===== config.mk =====
export PLATFORM = sky130hd
export DESIGN_NAME = ram_io_timer
export DESIGN_NICKNAME = d
export VERILOG_FILES = /design/src/verilog/ram_io_timer_pkg.sv /design/src/verilog/ram_io_timer.sv /design/src/verilog/pin_sync.sv /design/src/verilog/interval_timer.sv
export SDC_FILE = /design/constraint.sdc
export NUM_CORES = 1
export LEC_CHECK = 0
export BUFFER_PORTS_ARGS = -buffer_cell sky130_fd_sc_hd__buf_2
export CORE_ASPECT_RATIO = 0.9
export CORE_UTILIZATION = 40
export CTS_BUF_LIST = sky130_fd_sc_hd__clkbuf_4
export DETAILED_ROUTE_END_ITERATION = 10
export HOLD_SLACK_MARGIN = 0.12
export PLACE_DENSITY = 0.66
export SETUP_SLACK_MARGIN = 0.1
export SYNTH_ARGS = -nofsm -noshare
export SYNTH_HDL_FRONTEND = slang
export SYNTH_HIERARCHICAL = 1
export SYNTH_SLANG_ARGS = --single-unit

===== constraint.sdc =====
create_clock -name clock -period 2 [get_ports clock]
set_input_delay 0 -clock clock [delete_from_list [all_inputs] [get_ports clock]]
set_output_delay 0 -clock clock [all_outputs]
set_load 0.02 [all_outputs]

===== src/verilog/ram_io_timer_pkg.sv =====
// Shared constants, field positions and carrier types for the RAM, I/O and timer block
package ram_io_timer_pkg;

    // ------------------------------------------------------------------
    // Widths and sizes
    // ------------------------------------------------------------------
    localparam int DATA_W    = 8;
    localparam int ADDR_W    = 7;
    localparam int RAM_WORDS = 128;
    localparam int PRE_W     = 10;

    // ------------------------------------------------------------------
    // Address bit positions used by the I/O and timer decode
    // ------------------------------------------------------------------
    localparam int ABIT_SEL_TIMER = 2;  // High: timer and flags, low: ports
    localparam int ABIT_TMR_IRQ   = 3;  // Timer interrupt enable on count access
    localparam int ABIT_TMR_WRITE = 4;  // High: count write, low: edge control
    localparam int ABIT_EDGE_EN   = 1;  // Edge control: interrupt enable
    localparam int ABIT_EDGE_POS  = 0;  // Edge control: 1 positive, 0 negative
    localparam int ABIT_FLAG_RD   = 0;  // Timer area read: 1 flags, 0 count

    // ------------------------------------------------------------------
    // Port register select on A1:A0 and prescale codes
    // ------------------------------------------------------------------
    localparam logic [1:0] SEL_PORT_A_OUTPUT = 2'h0;
    localparam logic [1:0] SEL_PORT_A_DIR    = 2'h1;
    localparam logic [1:0] SEL_PORT_B_OUTPUT = 2'h2;
    localparam logic [1:0] SEL_PORT_B_DIR    = 2'h3;

    localparam logic [1:0] DIV_1    = 2'h0;
    localparam logic [1:0] DIV_8    = 2'h1;
    localparam logic [1:0] DIV_64   = 2'h2;
    localparam logic [1:0] DIV_1024 = 2'h3;

    // Prescaler reload values: the divide ratio minus one
    localparam logic [PRE_W-1:0] RELOAD_1    = 10'h000;
    localparam logic [PRE_W-1:0] RELOAD_8    = 10'h007;
    localparam logic [PRE_W-1:0] RELOAD_64   = 10'h03f;
    localparam logic [PRE_W-1:0] RELOAD_1024 = 10'h3ff;

    // ------------------------------------------------------------------
    // Flag register layout and reset values
    // ------------------------------------------------------------------
    localparam int FLAG_TIMER_BIT = 7;
    localparam int FLAG_EDGE_BIT  = 6;

    localparam logic [DATA_W-1:0] PORT_RST  = 8'h00;
    localparam logic [DATA_W-1:0] COUNT_RST = 8'hff;

    // ------------------------------------------------------------------
    // Types
    // ------------------------------------------------------------------
    typedef enum logic {tmr_counting, tmr_expired} tmr_phase_t;

    typedef struct packed {
        logic              chip_select_high;
        logic              chip_select_low_n;
        logic              ram_io_select_n;
        logic              read_not_write;
        logic [ADDR_W-1:0] addr;
        logic [DATA_W-1:0] wdata;
    } bus_req_t;

endpackage


===== src/verilog/ram_io_timer.sv =====
// RAM, dual I/O port and interval timer peripheral: decode, registers and interrupt logic
`timescale 1ns/1ps
module ram_io_timer
    import ram_io_timer_pkg::*;
(
    input  wire logic                                clock,
    input  wire logic                                rstn,
    input  wire ram_io_timer_pkg::bus_req_t           bus_req,
    output logic       [ram_io_timer_pkg::DATA_W-1:0] data_out,
    output logic                                     data_oe_n,
    input  wire logic  [ram_io_timer_pkg::DATA_W-1:0] port_a_lines_in,
    output logic       [ram_io_timer_pkg::DATA_W-1:0] port_a_lines_out,
    output logic       [ram_io_timer_pkg::DATA_W-1:0] port_a_lines_oe_n,
    input  wire logic  [ram_io_timer_pkg::DATA_W-1:0] port_b_lines_in,
    output logic       [ram_io_timer_pkg::DATA_W-1:0] port_b_lines_out,
    output logic       [ram_io_timer_pkg::DATA_W-1:0] port_b_lines_oe_n,
    output logic                                     irq_out,
    output logic                                     irq_oe_n
);
    // ------------------------------------------------------------------
    // Declarations
    // ------------------------------------------------------------------
    logic [DATA_W-1:0] port_a_output_q, port_a_output_d;
    logic [DATA_W-1:0] port_a_direction_q, port_a_direction_d;
    logic [DATA_W-1:0] port_b_output_q, port_b_output_d;
    logic [DATA_W-1:0] port_b_direction_q, port_b_direction_d;
    logic [DATA_W-1:0] port_a_oe_n_q, port_a_oe_n_d;
    logic [DATA_W-1:0] port_b_oe_n_q, port_b_oe_n_d;
    logic              tmr_irq_en_q, tmr_irq_en_d;
    logic              edge_irq_en_q, edge_irq_en_d;
    logic              edge_pos_q, edge_pos_d;
    logic              tmr_flag_q, tmr_flag_d;
    logic              edge_flag_q, edge_flag_d;
    logic              sense_prev_q, sense_prev_d;
    logic [DATA_W-1:0] data_out_q, data_out_d;
    logic              data_oe_n_q, data_oe_n_d;
    logic              irq_oe_n_q, irq_oe_n_d;
    logic              irq_out_q;
    logic [DATA_W-1:0] ram_q [RAM_WORDS];

    logic [DATA_W-1:0] port_a_level;
    logic [DATA_W-1:0] port_b_level;
    logic [DATA_W-1:0] tmr_count;
    logic              tmr_timeout;

    logic              chip_on;
    logic              ram_sel;
    logic              io_sel;
    logic              rd;
    logic              wr;
    logic              port_acc;
    logic              tmr_acc;
    logic              count_wr;
    logic              count_rd;
    logic              flag_rd;
    logic              edge_wr;
    logic              count_access;
    logic              ram_wr;
    logic              edge_sense_line;
    logic              edge_hit;
    logic [1:0]        port_sel;
    logic [DATA_W-1:0] flag_word;
    logic [DATA_W-1:0] port_b_read;

    // ------------------------------------------------------------------
    // Pin synchronisers and interval timer
    // ------------------------------------------------------------------
    pin_sync #(.W(DATA_W)) u_sync_a
    (
        .clock (clock),
        .rstn  (rstn),
        .pin   (port_a_lines_in),
        .level (port_a_level)
    );

    pin_sync #(.W(DATA_W)) u_sync_b
    (
        .clock (clock),
        .rstn  (rstn),
        .pin   (port_b_lines_in),
        .level (port_b_level)
    );

    interval_timer u_timer
    (
        .clock      (clock),
        .rstn       (rstn),
        .load       (count_wr),
        .load_value (bus_req.wdata),
        .prescale   (bus_req.addr[1:0]),
        .count      (tmr_count),
        .timeout    (tmr_timeout)
    );

    // ------------------------------------------------------------------
    // Address decode
    // ------------------------------------------------------------------
    // Every clock edge with the chip selected counts as one bus access
    always_comb
    begin
        chip_on  = bus_req.chip_select_high && !bus_req.chip_select_low_n;
        ram_sel  = chip_on && !bus_req.ram_io_select_n;
        io_sel   = chip_on && bus_req.ram_io_select_n;
        rd       = bus_req.read_not_write;
        wr       = !bus_req.read_not_write;
        port_sel = bus_req.addr[1:0];
        port_acc = 1'b0;
        tmr_acc  = 1'b0;
        if (io_sel && bus_req.addr[ABIT_SEL_TIMER])
        begin
            tmr_acc = 1'b1;
        end
        else if (io_sel)
        begin
            port_acc = 1'b1;
        end
        count_wr = tmr_acc && wr && bus_req.addr[ABIT_TMR_WRITE];
        edge_wr  = tmr_acc && wr && !bus_req.addr[ABIT_TMR_WRITE];
        count_rd = tmr_acc && rd && !bus_req.addr[ABIT_FLAG_RD];
        flag_rd  = tmr_acc && rd && bus_req.addr[ABIT_FLAG_RD];
        count_access = count_wr || count_rd;
        ram_wr   = ram_sel && wr;
    end

    // ------------------------------------------------------------------
    // Port and control registers
    // ------------------------------------------------------------------
    // Port writes by A1:A0; pin drivers follow the direction bits
    always_comb
    begin
        port_a_output_d    = port_a_output_q;
        port_a_direction_d = port_a_direction_q;
        port_b_output_d    = port_b_output_q;
        port_b_direction_d = port_b_direction_q;
        if (port_acc && wr && port_sel == SEL_PORT_A_OUTPUT)
        begin
            port_a_output_d = bus_req.wdata;
        end
        else if (port_acc && wr && port_sel == SEL_PORT_A_DIR)
        begin
            port_a_direction_d = bus_req.wdata;
        end
        else if (port_acc && wr && port_sel == SEL_PORT_B_OUTPUT)
        begin
            port_b_output_d = bus_req.wdata;
        end
        else if (port_acc && wr && port_sel == SEL_PORT_B_DIR)
        begin
            port_b_direction_d = bus_req.wdata;
        end
        port_a_oe_n_d = ~port_a_direction_d;
        port_b_oe_n_d = ~port_b_direction_d;
    end

    // Timer enable follows A3 on any count access; edge control ignores data
    always_comb
    begin
        tmr_irq_en_d  = tmr_irq_en_q;
        edge_irq_en_d = edge_irq_en_q;
        edge_pos_d    = edge_pos_q;
        if (count_access)
        begin
            tmr_irq_en_d = bus_req.addr[ABIT_TMR_IRQ];
        end
        if (edge_wr)
        begin
            edge_irq_en_d = bus_req.addr[ABIT_EDGE_EN];
            edge_pos_d    = bus_req.addr[ABIT_EDGE_POS];
        end
    end

    // ------------------------------------------------------------------
    // Flags and interrupt
    // ------------------------------------------------------------------
    // Sets beat clears, so an event in the clearing cycle is never lost
    always_comb
    begin
        edge_sense_line = port_a_level[DATA_W-1];
        sense_prev_d    = edge_sense_line;
        if (edge_pos_q)
        begin
            edge_hit = edge_sense_line && !sense_prev_q;
        end
        else
        begin
            edge_hit = !edge_sense_line && sense_prev_q;
        end
        edge_flag_d = edge_hit || (edge_flag_q && !flag_rd);
        tmr_flag_d  = tmr_timeout || (tmr_flag_q && !count_access);
        irq_oe_n_d  = !((tmr_flag_d && tmr_irq_en_d) ||
                        (edge_flag_d && edge_irq_en_d));
    end

    // ------------------------------------------------------------------
    // Read path
    // ------------------------------------------------------------------
    // Answer is registered: data stands on the bus in the cycle after the request
    always_comb
    begin
        flag_word                 = '0;
        flag_word[FLAG_TIMER_BIT] = tmr_flag_q;
        flag_word[FLAG_EDGE_BIT]  = edge_flag_q;
        // Port B reads its own register on output lines, so heavy loads cannot corrupt it
        port_b_read = (port_b_output_q & port_b_direction_q) |
                      (port_b_level & ~port_b_direction_q);
        data_out_d  = data_out_q;
        data_oe_n_d = 1'b1;
        if (ram_sel && rd)
        begin
            data_out_d  = ram_q[bus_req.addr];
            data_oe_n_d = 1'b0;
        end
        else if (port_acc && rd)
        begin
            data_oe_n_d = 1'b0;
            case (port_sel)
                SEL_PORT_A_OUTPUT: data_out_d = port_a_level;
                SEL_PORT_A_DIR:    data_out_d = port_a_direction_q;
                SEL_PORT_B_OUTPUT: data_out_d = port_b_read;
                default:           data_out_d = port_b_direction_q;
            endcase
        end
        else if (count_rd)
        begin
            data_out_d  = tmr_count;
            data_oe_n_d = 1'b0;
        end
        else if (flag_rd)
        begin
            data_out_d  = flag_word;
            data_oe_n_d = 1'b0;
        end
    end

    // ------------------------------------------------------------------
    // Registers
    // ------------------------------------------------------------------
    // All state commits at the clock edge that ends the access
    always_ff @(posedge clock or negedge rstn)
    begin
        if (!rstn)
        begin
            port_a_output_q    <= PORT_RST;
            port_a_direction_q <= PORT_RST;
            port_b_output_q    <= PORT_RST;
            port_b_direction_q <= PORT_RST;
            port_a_oe_n_q      <= ~PORT_RST;
            port_b_oe_n_q      <= ~PORT_RST;
            tmr_irq_en_q       <= 1'b0;
            edge_irq_en_q      <= 1'b0;
            edge_pos_q         <= 1'b0;
            tmr_flag_q         <= 1'b0;
            edge_flag_q        <= 1'b0;
            sense_prev_q       <= 1'b0;
            data_out_q         <= '0;
            data_oe_n_q        <= 1'b1;
            irq_oe_n_q         <= 1'b1;
            irq_out_q          <= 1'b0;
        end
        else
        begin
            port_a_output_q    <= port_a_output_d;
            port_a_direction_q <= port_a_direction_d;
            port_b_output_q    <= port_b_output_d;
            port_b_direction_q <= port_b_direction_d;
            port_a_oe_n_q      <= port_a_oe_n_d;
            port_b_oe_n_q      <= port_b_oe_n_d;
            tmr_irq_en_q       <= tmr_irq_en_d;
            edge_irq_en_q      <= edge_irq_en_d;
            edge_pos_q         <= edge_pos_d;
            tmr_flag_q         <= tmr_flag_d;
            edge_flag_q        <= edge_flag_d;
            sense_prev_q       <= sense_prev_d;
            data_out_q         <= data_out_d;
            data_oe_n_q        <= data_oe_n_d;
            irq_oe_n_q         <= irq_oe_n_d;
            irq_out_q          <= 1'b0;                                    // Open drain only ever sinks
        end
    end

    // RAM array has no reset; contents are undefined until written
    always_ff @(posedge clock)
    begin
        if (ram_wr)
        begin
            ram_q[bus_req.addr] <= bus_req.wdata;
        end
    end

    // ------------------------------------------------------------------
    // Outputs
    // ------------------------------------------------------------------
    assign data_out          = data_out_q;
    assign data_oe_n         = data_oe_n_q;
    assign port_a_lines_out  = port_a_output_q;
    assign port_a_lines_oe_n = port_a_oe_n_q;
    assign port_b_lines_out  = port_b_output_q;
    assign port_b_lines_oe_n = port_b_oe_n_q;
    assign irq_out           = irq_out_q;
    assign irq_oe_n          = irq_oe_n_q;
endmodule


===== src/verilog/pin_sync.sv =====
// Three-stage pin synchroniser that accepts a change once stages two and three agree
`timescale 1ns/1ps
module pin_sync
#(
    parameter int W = 8
)
(
    input  wire logic         clock,
    input  wire logic         rstn,
    input  wire logic [W-1:0] pin,
    output logic      [W-1:0] level
);
    logic [W-1:0] s1_q;
    logic [W-1:0] s2_q;
    logic [W-1:0] s3_q;
    logic [W-1:0] level_q;
    logic [W-1:0] level_d;
    logic [W-1:0] agree;

    // Per bit, keep the old level while the last two stages still disagree
    always_comb
    begin
        agree   = ~(s2_q ^ s3_q);
        level_d = (s3_q & agree) | (level_q & ~agree);
    end

    // First stage feeds only the second stage
    always_ff @(posedge clock or negedge rstn)
    begin
        if (!rstn)
        begin
            s1_q    <= '0;
            s2_q    <= '0;
            s3_q    <= '0;
            level_q <= '0;
        end
        else
        begin
            s1_q    <= pin;
            s2_q    <= s1_q;
            s3_q    <= s2_q;
            level_q <= level_d;
        end
    end

    assign level = level_q;
endmodule


===== src/verilog/interval_timer.sv =====
// Interval timer: prescaled 8-bit down counter that runs on at full rate after timeout
`timescale 1ns/1ps
module interval_timer
    import ram_io_timer_pkg::*;
(
    input  wire logic                               clock,
    input  wire logic                               rstn,
    input  wire logic                               load,
    input  wire logic [ram_io_timer_pkg::DATA_W-1:0] load_value,
    input  wire logic [1:0]                         prescale,
    output logic      [ram_io_timer_pkg::DATA_W-1:0] count,
    output logic                                    timeout
);
    logic [DATA_W-1:0] count_q, count_d;
    logic [PRE_W-1:0]  pre_q, pre_d;
    logic [PRE_W-1:0]  reload_q, reload_d;
    tmr_phase_t        phase_q, phase_d;
    logic              timeout_q, timeout_d;
    logic              tick;
    logic [PRE_W-1:0]  sel_reload;

    // Countdown; a write restarts prescaling, after expiry every clock is a tick
    always_comb
    begin
        count_d   = count_q;
        pre_d     = pre_q;
        reload_d  = reload_q;
        phase_d   = phase_q;
        timeout_d = 1'b0;
        case (prescale)
            DIV_1:   sel_reload = RELOAD_1;
            DIV_8:   sel_reload = RELOAD_8;
            DIV_64:  sel_reload = RELOAD_64;
            default: sel_reload = RELOAD_1024;
        endcase
        tick = (phase_q == tmr_expired) || (pre_q == '0);
        if (load)
        begin
            count_d  = load_value;
            reload_d = sel_reload;
            pre_d    = sel_reload;
            phase_d  = tmr_counting;
        end
        else if (tick)
        begin
            count_d = DATA_W'(count_q - 8'h01);
            case (phase_q)
                tmr_counting:
                begin
                    pre_d = reload_q;
                    if (count_q == '0)
                    begin
                        timeout_d = 1'b1;               // Passing zero ends the interval
                        phase_d   = tmr_expired;
                    end
                end
                default: pre_d = pre_q;
            endcase
        end
        else
        begin
            pre_d = PRE_W'(pre_q - 10'h001);
        end
    end

    // Reset parks the timer expired, so no timeout fires before the first write
    always_ff @(posedge clock or negedge rstn)
    begin
        if (!rstn)
        begin
            count_q   <= COUNT_RST;
            pre_q     <= RELOAD_1;
            reload_q  <= RELOAD_1;
            phase_q   <= tmr_expired;
            timeout_q <= 1'b0;
        end
        else
        begin
            count_q   <= count_d;
            pre_q     <= pre_d;
            reload_q  <= reload_d;
            phase_q   <= phase_d;
            timeout_q <= timeout_d;
        end
    end

    assign count   = count_q;
    assign timeout = timeout_q;
endmodule


[Yosys cells after proc, flatten, opt, wreduce, memory -nomap -nowiden]
Memory sizes are Yosys's and may differ from the RTL's.
Cells that the tools add are included.
Storage, ports and cells
  register bits after elaboration: 158
  memory bits (writable): 1024
  input port bits: 37
  memories: 1
Cells by class
  add/sub/neg operators: 2
  eq/ne operators: 4
  mux-type cells: 36
  bitwise operators: 20
  reductions and logical operators: 45
Memories
  ram_q: depth 128, width 8, rd ports 1, clocked after memory_dff 0, write ports 1, line ram_io_timer.sv:39  | logic [DATA_W-1:0] ram_q [RAM_WORDS];
Operators with widths (number)
  $mux 8: 12
  $not 8->8: 7
  $and 8x8->8: 6
  $mux 10: 3
  $pmux 10 s3: 1
  $logic_and 1x1->1: 24
  $or 8x8->8: 3
  $pmux 8 s3: 1
  $mux 1: 19
  $xor 8x8->8: 2
  $logic_not 1->1: 10
  $logic_not 10->1: 1
  $sub 10x1->10 const B: 1
  $logic_not 8->1: 1
  $sub 8x1->8 const B: 1
  $logic_or 1x1->1: 5
  $eq 2x2->1 const B: 2
  $reduce_bool 4->1: 1
  $ne 3x3->1 const B: 1
  $reduce_and 3->1: 1
  $eq 2x1->1 const B: 1
  $logic_not 2->1: 1
  $not 1->1: 2
  $reduce_bool 2->1: 1

[Depth between registers and ports, before layout]
  depth in word-level cells: 14
  mapped depth: 12
  mapped depth without buffers: 8

[Cells and area by module]
The synthesis kept the hierarchy.
By module, submodules not included
  ram_io_timer: times used 1, cells each 2092, area an instance 43101.3 µm², sequential area each 32373.5 µm²
  pin_sync: times used 2, cells each 40, area an instance 890.9 µm², sequential area each 800.8 µm²
  interval_timer: times used 1, cells each 151, area an instance 1420.1 µm², sequential area each 586.8 µm²

[Least setup slack after synthesis]
Ideal clock, no wire load.
  path kind: input -> register
  start: input bus_req[8] in the netlist's numbering
  end: memory ram_q[75][0], enable pin
  setup time: 0.370 ns
  data arrival time: 1.890 ns
  setup slack: -0.260 ns
  stages: 10
  path through: buf_6 buf_12 buf_12 buf_8 buf_6 buf_2 buf_4 nand3_1 clkbuf_1 nor2_1
RTL lines
  start: declaration: line ram_io_timer.sv:8  | input wire ram_io_timer_pkg::bus_req_t bus_req,
  end: declaration: line ram_io_timer.sv:39
Straight into the memory's write port.

[Worst setup path after layout]
  start: memory ram_q[51][6]
  end: register data_out_q[6], in the netlist data_out[6]
Between the ends
  word-level cells in the longest chain between the ends: 2
Ends and longest elaborated chain
  $mem_v2 128x8
  $mux 8: line ram_io_timer.sv:208  | if (ram_sel && rd)
  end signal: assignment: line ram_io_timer.sv:274  | data_out_q <= data_out_d;
  end: declaration: line ram_io_timer.sv:35  | logic [DATA_W-1:0] data_out_q, data_out_d;
No other way between the ends.
A chain may end at the register's enable or synchronous reset.

==> impl_metrics.env <==
export IMPL_status="finished with violations"
export IMPL_failed_checks="setup timing"
export IMPL_p_leak_nw=20.35
export IMPL_synth_most_common_cell="edfxtp_1"
export IMPL_synth_top_area_frac=0.6641
export IMPL_ir_drop_mv=0.5738
export IMPL_clockBufferDepth=4
export IMPL_whs_path_depth=8
export IMPL_critPathSlowestCell="mux4_2"
export IMPL_rows=118
export IMPL_pwr_density_cell_nw_per_um2=895.5
export IMPL_crit_family="compound AO/OA/AOI/OAI gates"
export IMPL_synth_adder_area_share=0.004702
export IMPL_overflow=0
export IMPL_r2r_cells=5
export IMPL_setup_ws_ns=-0.1367
export IMPL_ys_seq_elements=1175
export IMPL_gp_congestion=0.9003
export IMPL_min_period_ns=2.137
export IMPL_wl_um=126200
export IMPL_grt_pass1_vias=28193
export IMPL_critPathLaunchType="flip-flop"
export IMPL_skew_ns=0.1007
export IMPL_tns_ns=-0.4640
export IMPL_first_pass_iters=6
export IMPL_clkTransAtPathRegs_ns=0.07
export IMPL_dp_hpwl_um=81340
export IMPL_maxSlewHeadroom=0.3122
export IMPL_die_area_sq_um=117100
export IMPL_place_inst=4216
export IMPL_required_ns=3.03
export IMPL_crit_path_end_kind="flip-flop"
export IMPL_hold_ws_ns=0.1990
export IMPL_final_cell_count_no_fill=4844
export IMPL_path_cells="mux4_2 -> o211ai_1 -> nand4_1 -> a221oi_2 -> a21oi_1"
export IMPL_core_area_sq_um=114900
export IMPL_drt_iter0_drc=3221
export IMPL_syn_to_final_growth_pct=26.17
export IMPL_h_tree_depth=5
export IMPL_r2r_start="ram_q[51][6]"
export IMPL_cp_num_buf_inv=0
export IMPL_drc_errors=0
export IMPL_synth_top_area_cell="edfxtp_1"
export IMPL_synth_compound_area_share=0.03924
export IMPL_holdPathEnd="data_out[2]"
export IMPL_start_util=0.4031
export IMPL_cts_inserted_buffers=304
export IMPL_synth_cells=2323
export IMPL_antenna_found_initial=4
export IMPL_async_flop_share=0.1285
export IMPL_vias=27069
export IMPL_cp_startpoint="ram_q[51][6]"
export IMPL_grt_pass1_wl_um=185500
export IMPL_ys_flop_type="edfxtp_1"
export IMPL_fp_dieW_um=360.6
export IMPL_grt_max_degree=85
export IMPL_cts_root_buf="clkbuf_4"
export IMPL_syn_mean_instance_area_sq_um=19.93
export IMPL_synthSimpleGateAreaFrac=0.03459
export IMPL_numPortBuffers=78
export IMPL_clock_latency_ns=1.20
export IMPL_power_mw=52.32
export IMPL_synth_xor_area_frac=0.0001892
export IMPL_grt_usage=0.2158
export IMPL_critical_path_max_stage_delay_ns=0.52
export IMPL_wl_per_cell_um=26.06
export IMPL_syn_nets=2363
export IMPL_fmax_mhz=468.0
export IMPL_ys_types=79
export IMPL_cp_arrival_ns=3.17
export IMPL_cp_max_fo=1
export IMPL_synth_edf_count=1024
export IMPL_worstMarginPinSlew_ns=1.030
export IMPL_maxSlewViolCount=0
export IMPL_synthTopCellsByArea="edfxtp_1 (66%), mux4_2 (8.9%), dfrtp_1 (6.7%), mux4_1 (3.0%), mux2i_1 (2.4%)"
export IMPL_drtAntennaViolNets=0
export IMPL_ys_seq_area_frac=0.7464
export IMPL_fin_crit_sh=1.068
export IMPL_synthTopCellsByCount="edfxtp_1 (1,024), mux4_2 (182), nor2_1 (175)"
export IMPL_min_delay_start="bus_req[9]"
export IMPL_finalSetupViolations=6
export IMPL_cts_sinks=1175
export IMPL_nets=3196
export IMPL_cap_violations=0
export IMPL_netlist_area_sq_um=46300
export IMPL_rrSetupSlack_ns=-0.14
export IMPL_cts_tree="done"
export IMPL_hp_class="primary input to flip-flop"
export IMPL_drive_above_1_share=0.4374
export IMPL_rsz0062_at_grt="yes"
export IMPL_ios=80
export IMPL_vias_per_cell=5.588
export IMPL_r2r_end="data_out[6]"
export IMPL_hold_viol_final=0
export IMPL_synth_mux_area_frac=0.1499
export IMPL_crit_type="flip-flop to flip-flop"
export IMPL_final_core_util=0.5086
export IMPL_synth_top_family_by_area="multiplexers"
export IMPL_dieHeight_um=324.8
export IMPL_ys_warn_count=6
[worst max path at each step]
stage / slack [ns] / cells after the start / end
CTS: -0.13 / 6 / data_out[2]
detailed placement: -0.92 / 9 / data_out[2]
global route: -0.20 / 6 / data_out[2]
global placement: -0.88 / 9 / data_out[2]
floorplan: -0.02 / 6 / ram_q[81][0]
finish: -0.14 / 5 / data_out[6]
[flip-flops by register name, summed over array words and instances (netlist names), 3 cells and up, named ones only]
| signal | flops |
|---|---|
| port_a_lines_oe_n | 8 |
| u_sync_a/s3_q | 8 |
| u_sync_b/s2_q | 8 |
| u_sync_b/s1_q | 8 |
| u_sync_b/s3_q | 8 |
| port_b_lines_out | 8 |
| port_a_lines_out | 8 |
| data_out | 8 |
| ram_q | 1024 |
| u_timer/pre_q | 10 |
| u_sync_a/s1_q | 8 |
| u_timer/count | 8 |
| u_timer/reload_q | 3 |
| u_sync_a/s2_q | 8 |
| port_b_direction_q | 8 |
| port_a_direction_q | 8 |
| port_b_lines_oe_n | 8 |
[routing by layer]
metal | track usage | share of wire | vias to the layer above
met5 | 0 | 0.000095 | -
met4 | 0.07502 | 0.026 | 2
met3 | 0.05095 | 0.10 | 266
met2 | 0.3340 | 0.47 | 1541
met1 | 0.2996 | 0.41 | 13875
li1 | - | - | 11385
[per-stage QoR]
stage / setup slack (ns) / cell area (sq um)
floorplan: -0.02304 / 46980
global placement: -0.8840 / 52770
detailed placement: -0.9248 / 52770
CTS: -0.1259 / 58100
global route: -0.1960 / 58420
finish: -0.1367 / 58420
[cells in the final DEF, fill, tap and decap left out, types with 35 or more instances in the layout]
| master | n |
|---|---|
| a22oi_1 | 40 |
| nor2_1 | 88 |
| edfxtp_1 | 1024 |
| buf_2 | 50 |
| clkbuf_4 | 423 |
| mux2i_1 | 98 |
| clkinv_1 | 45 |
| buf_4 | 344 |
| dlygate4sd3_1 | 96 |
| nor2_4 | 60 |
| mux4_2 | 200 |
| dfrtp_1 | 121 |
| mux4_1 | 35 |
| nand2_1 | 61 |
| buf_12 | 119 |
[area by class of cell]
class | instances | area [sq um]
tap | 1500 | 1877
inverter | 33 | 127.6
antenna | 11 | 27.53
sequential | 1175 | 34570
timing repair buffer | 643 | 6584
multi-input combinational | 999 | 11740
fill | 9050 | 56440
clock buffer | 422 | 3168
clock inverter | 61 | 327.8
[power by group]
group / leakage [nW] / internal [mW] / total (mW) / switching [mW]
Sequential: 11.0 / 27.2 / 27.6 / 0.450
Clock: 2.10 / 10.0 / 19.4 / 9.38
Combinational: 7.26 / 2.39 / 5.29 / 2.89
Total: 20.4 / 39.6 / 52.3 / 12.7
[worst min-delay path: cells and delay by family]
kind,cells,cell delay [ns]
multiplexers,1,0.26
AND/OR/NAND/NOR,1,0.09
AO/OA/AOI/OAI,3,0.37
buffers and inverters,3,0.50
[cells by family after synthesis]
group / Yosys count
flip-flops: 1175
other: 1
buffers and inverters: 149
AO/OA/AOI/OAI: 257
XOR/XNOR: 1
multiplexers: 376
AND/OR/NAND/NOR: 345
adder cells (fa/ha/maj): 19
[what timing repair did]
| action | in CTS | in global routing |
|---|---|---|
| hold endpoints to repair | 2301 | 12 |
| setup endpoints to repair | 41 | 383 |
| resized for setup | 128 | 63 |
| hold buffers | 108 | 1 |
| buffers inserted | 18 | 11 |
| gates cloned | 0 | 0 |
| pin swaps | 41 | 37 |
(Power assumes the default switching activity.)
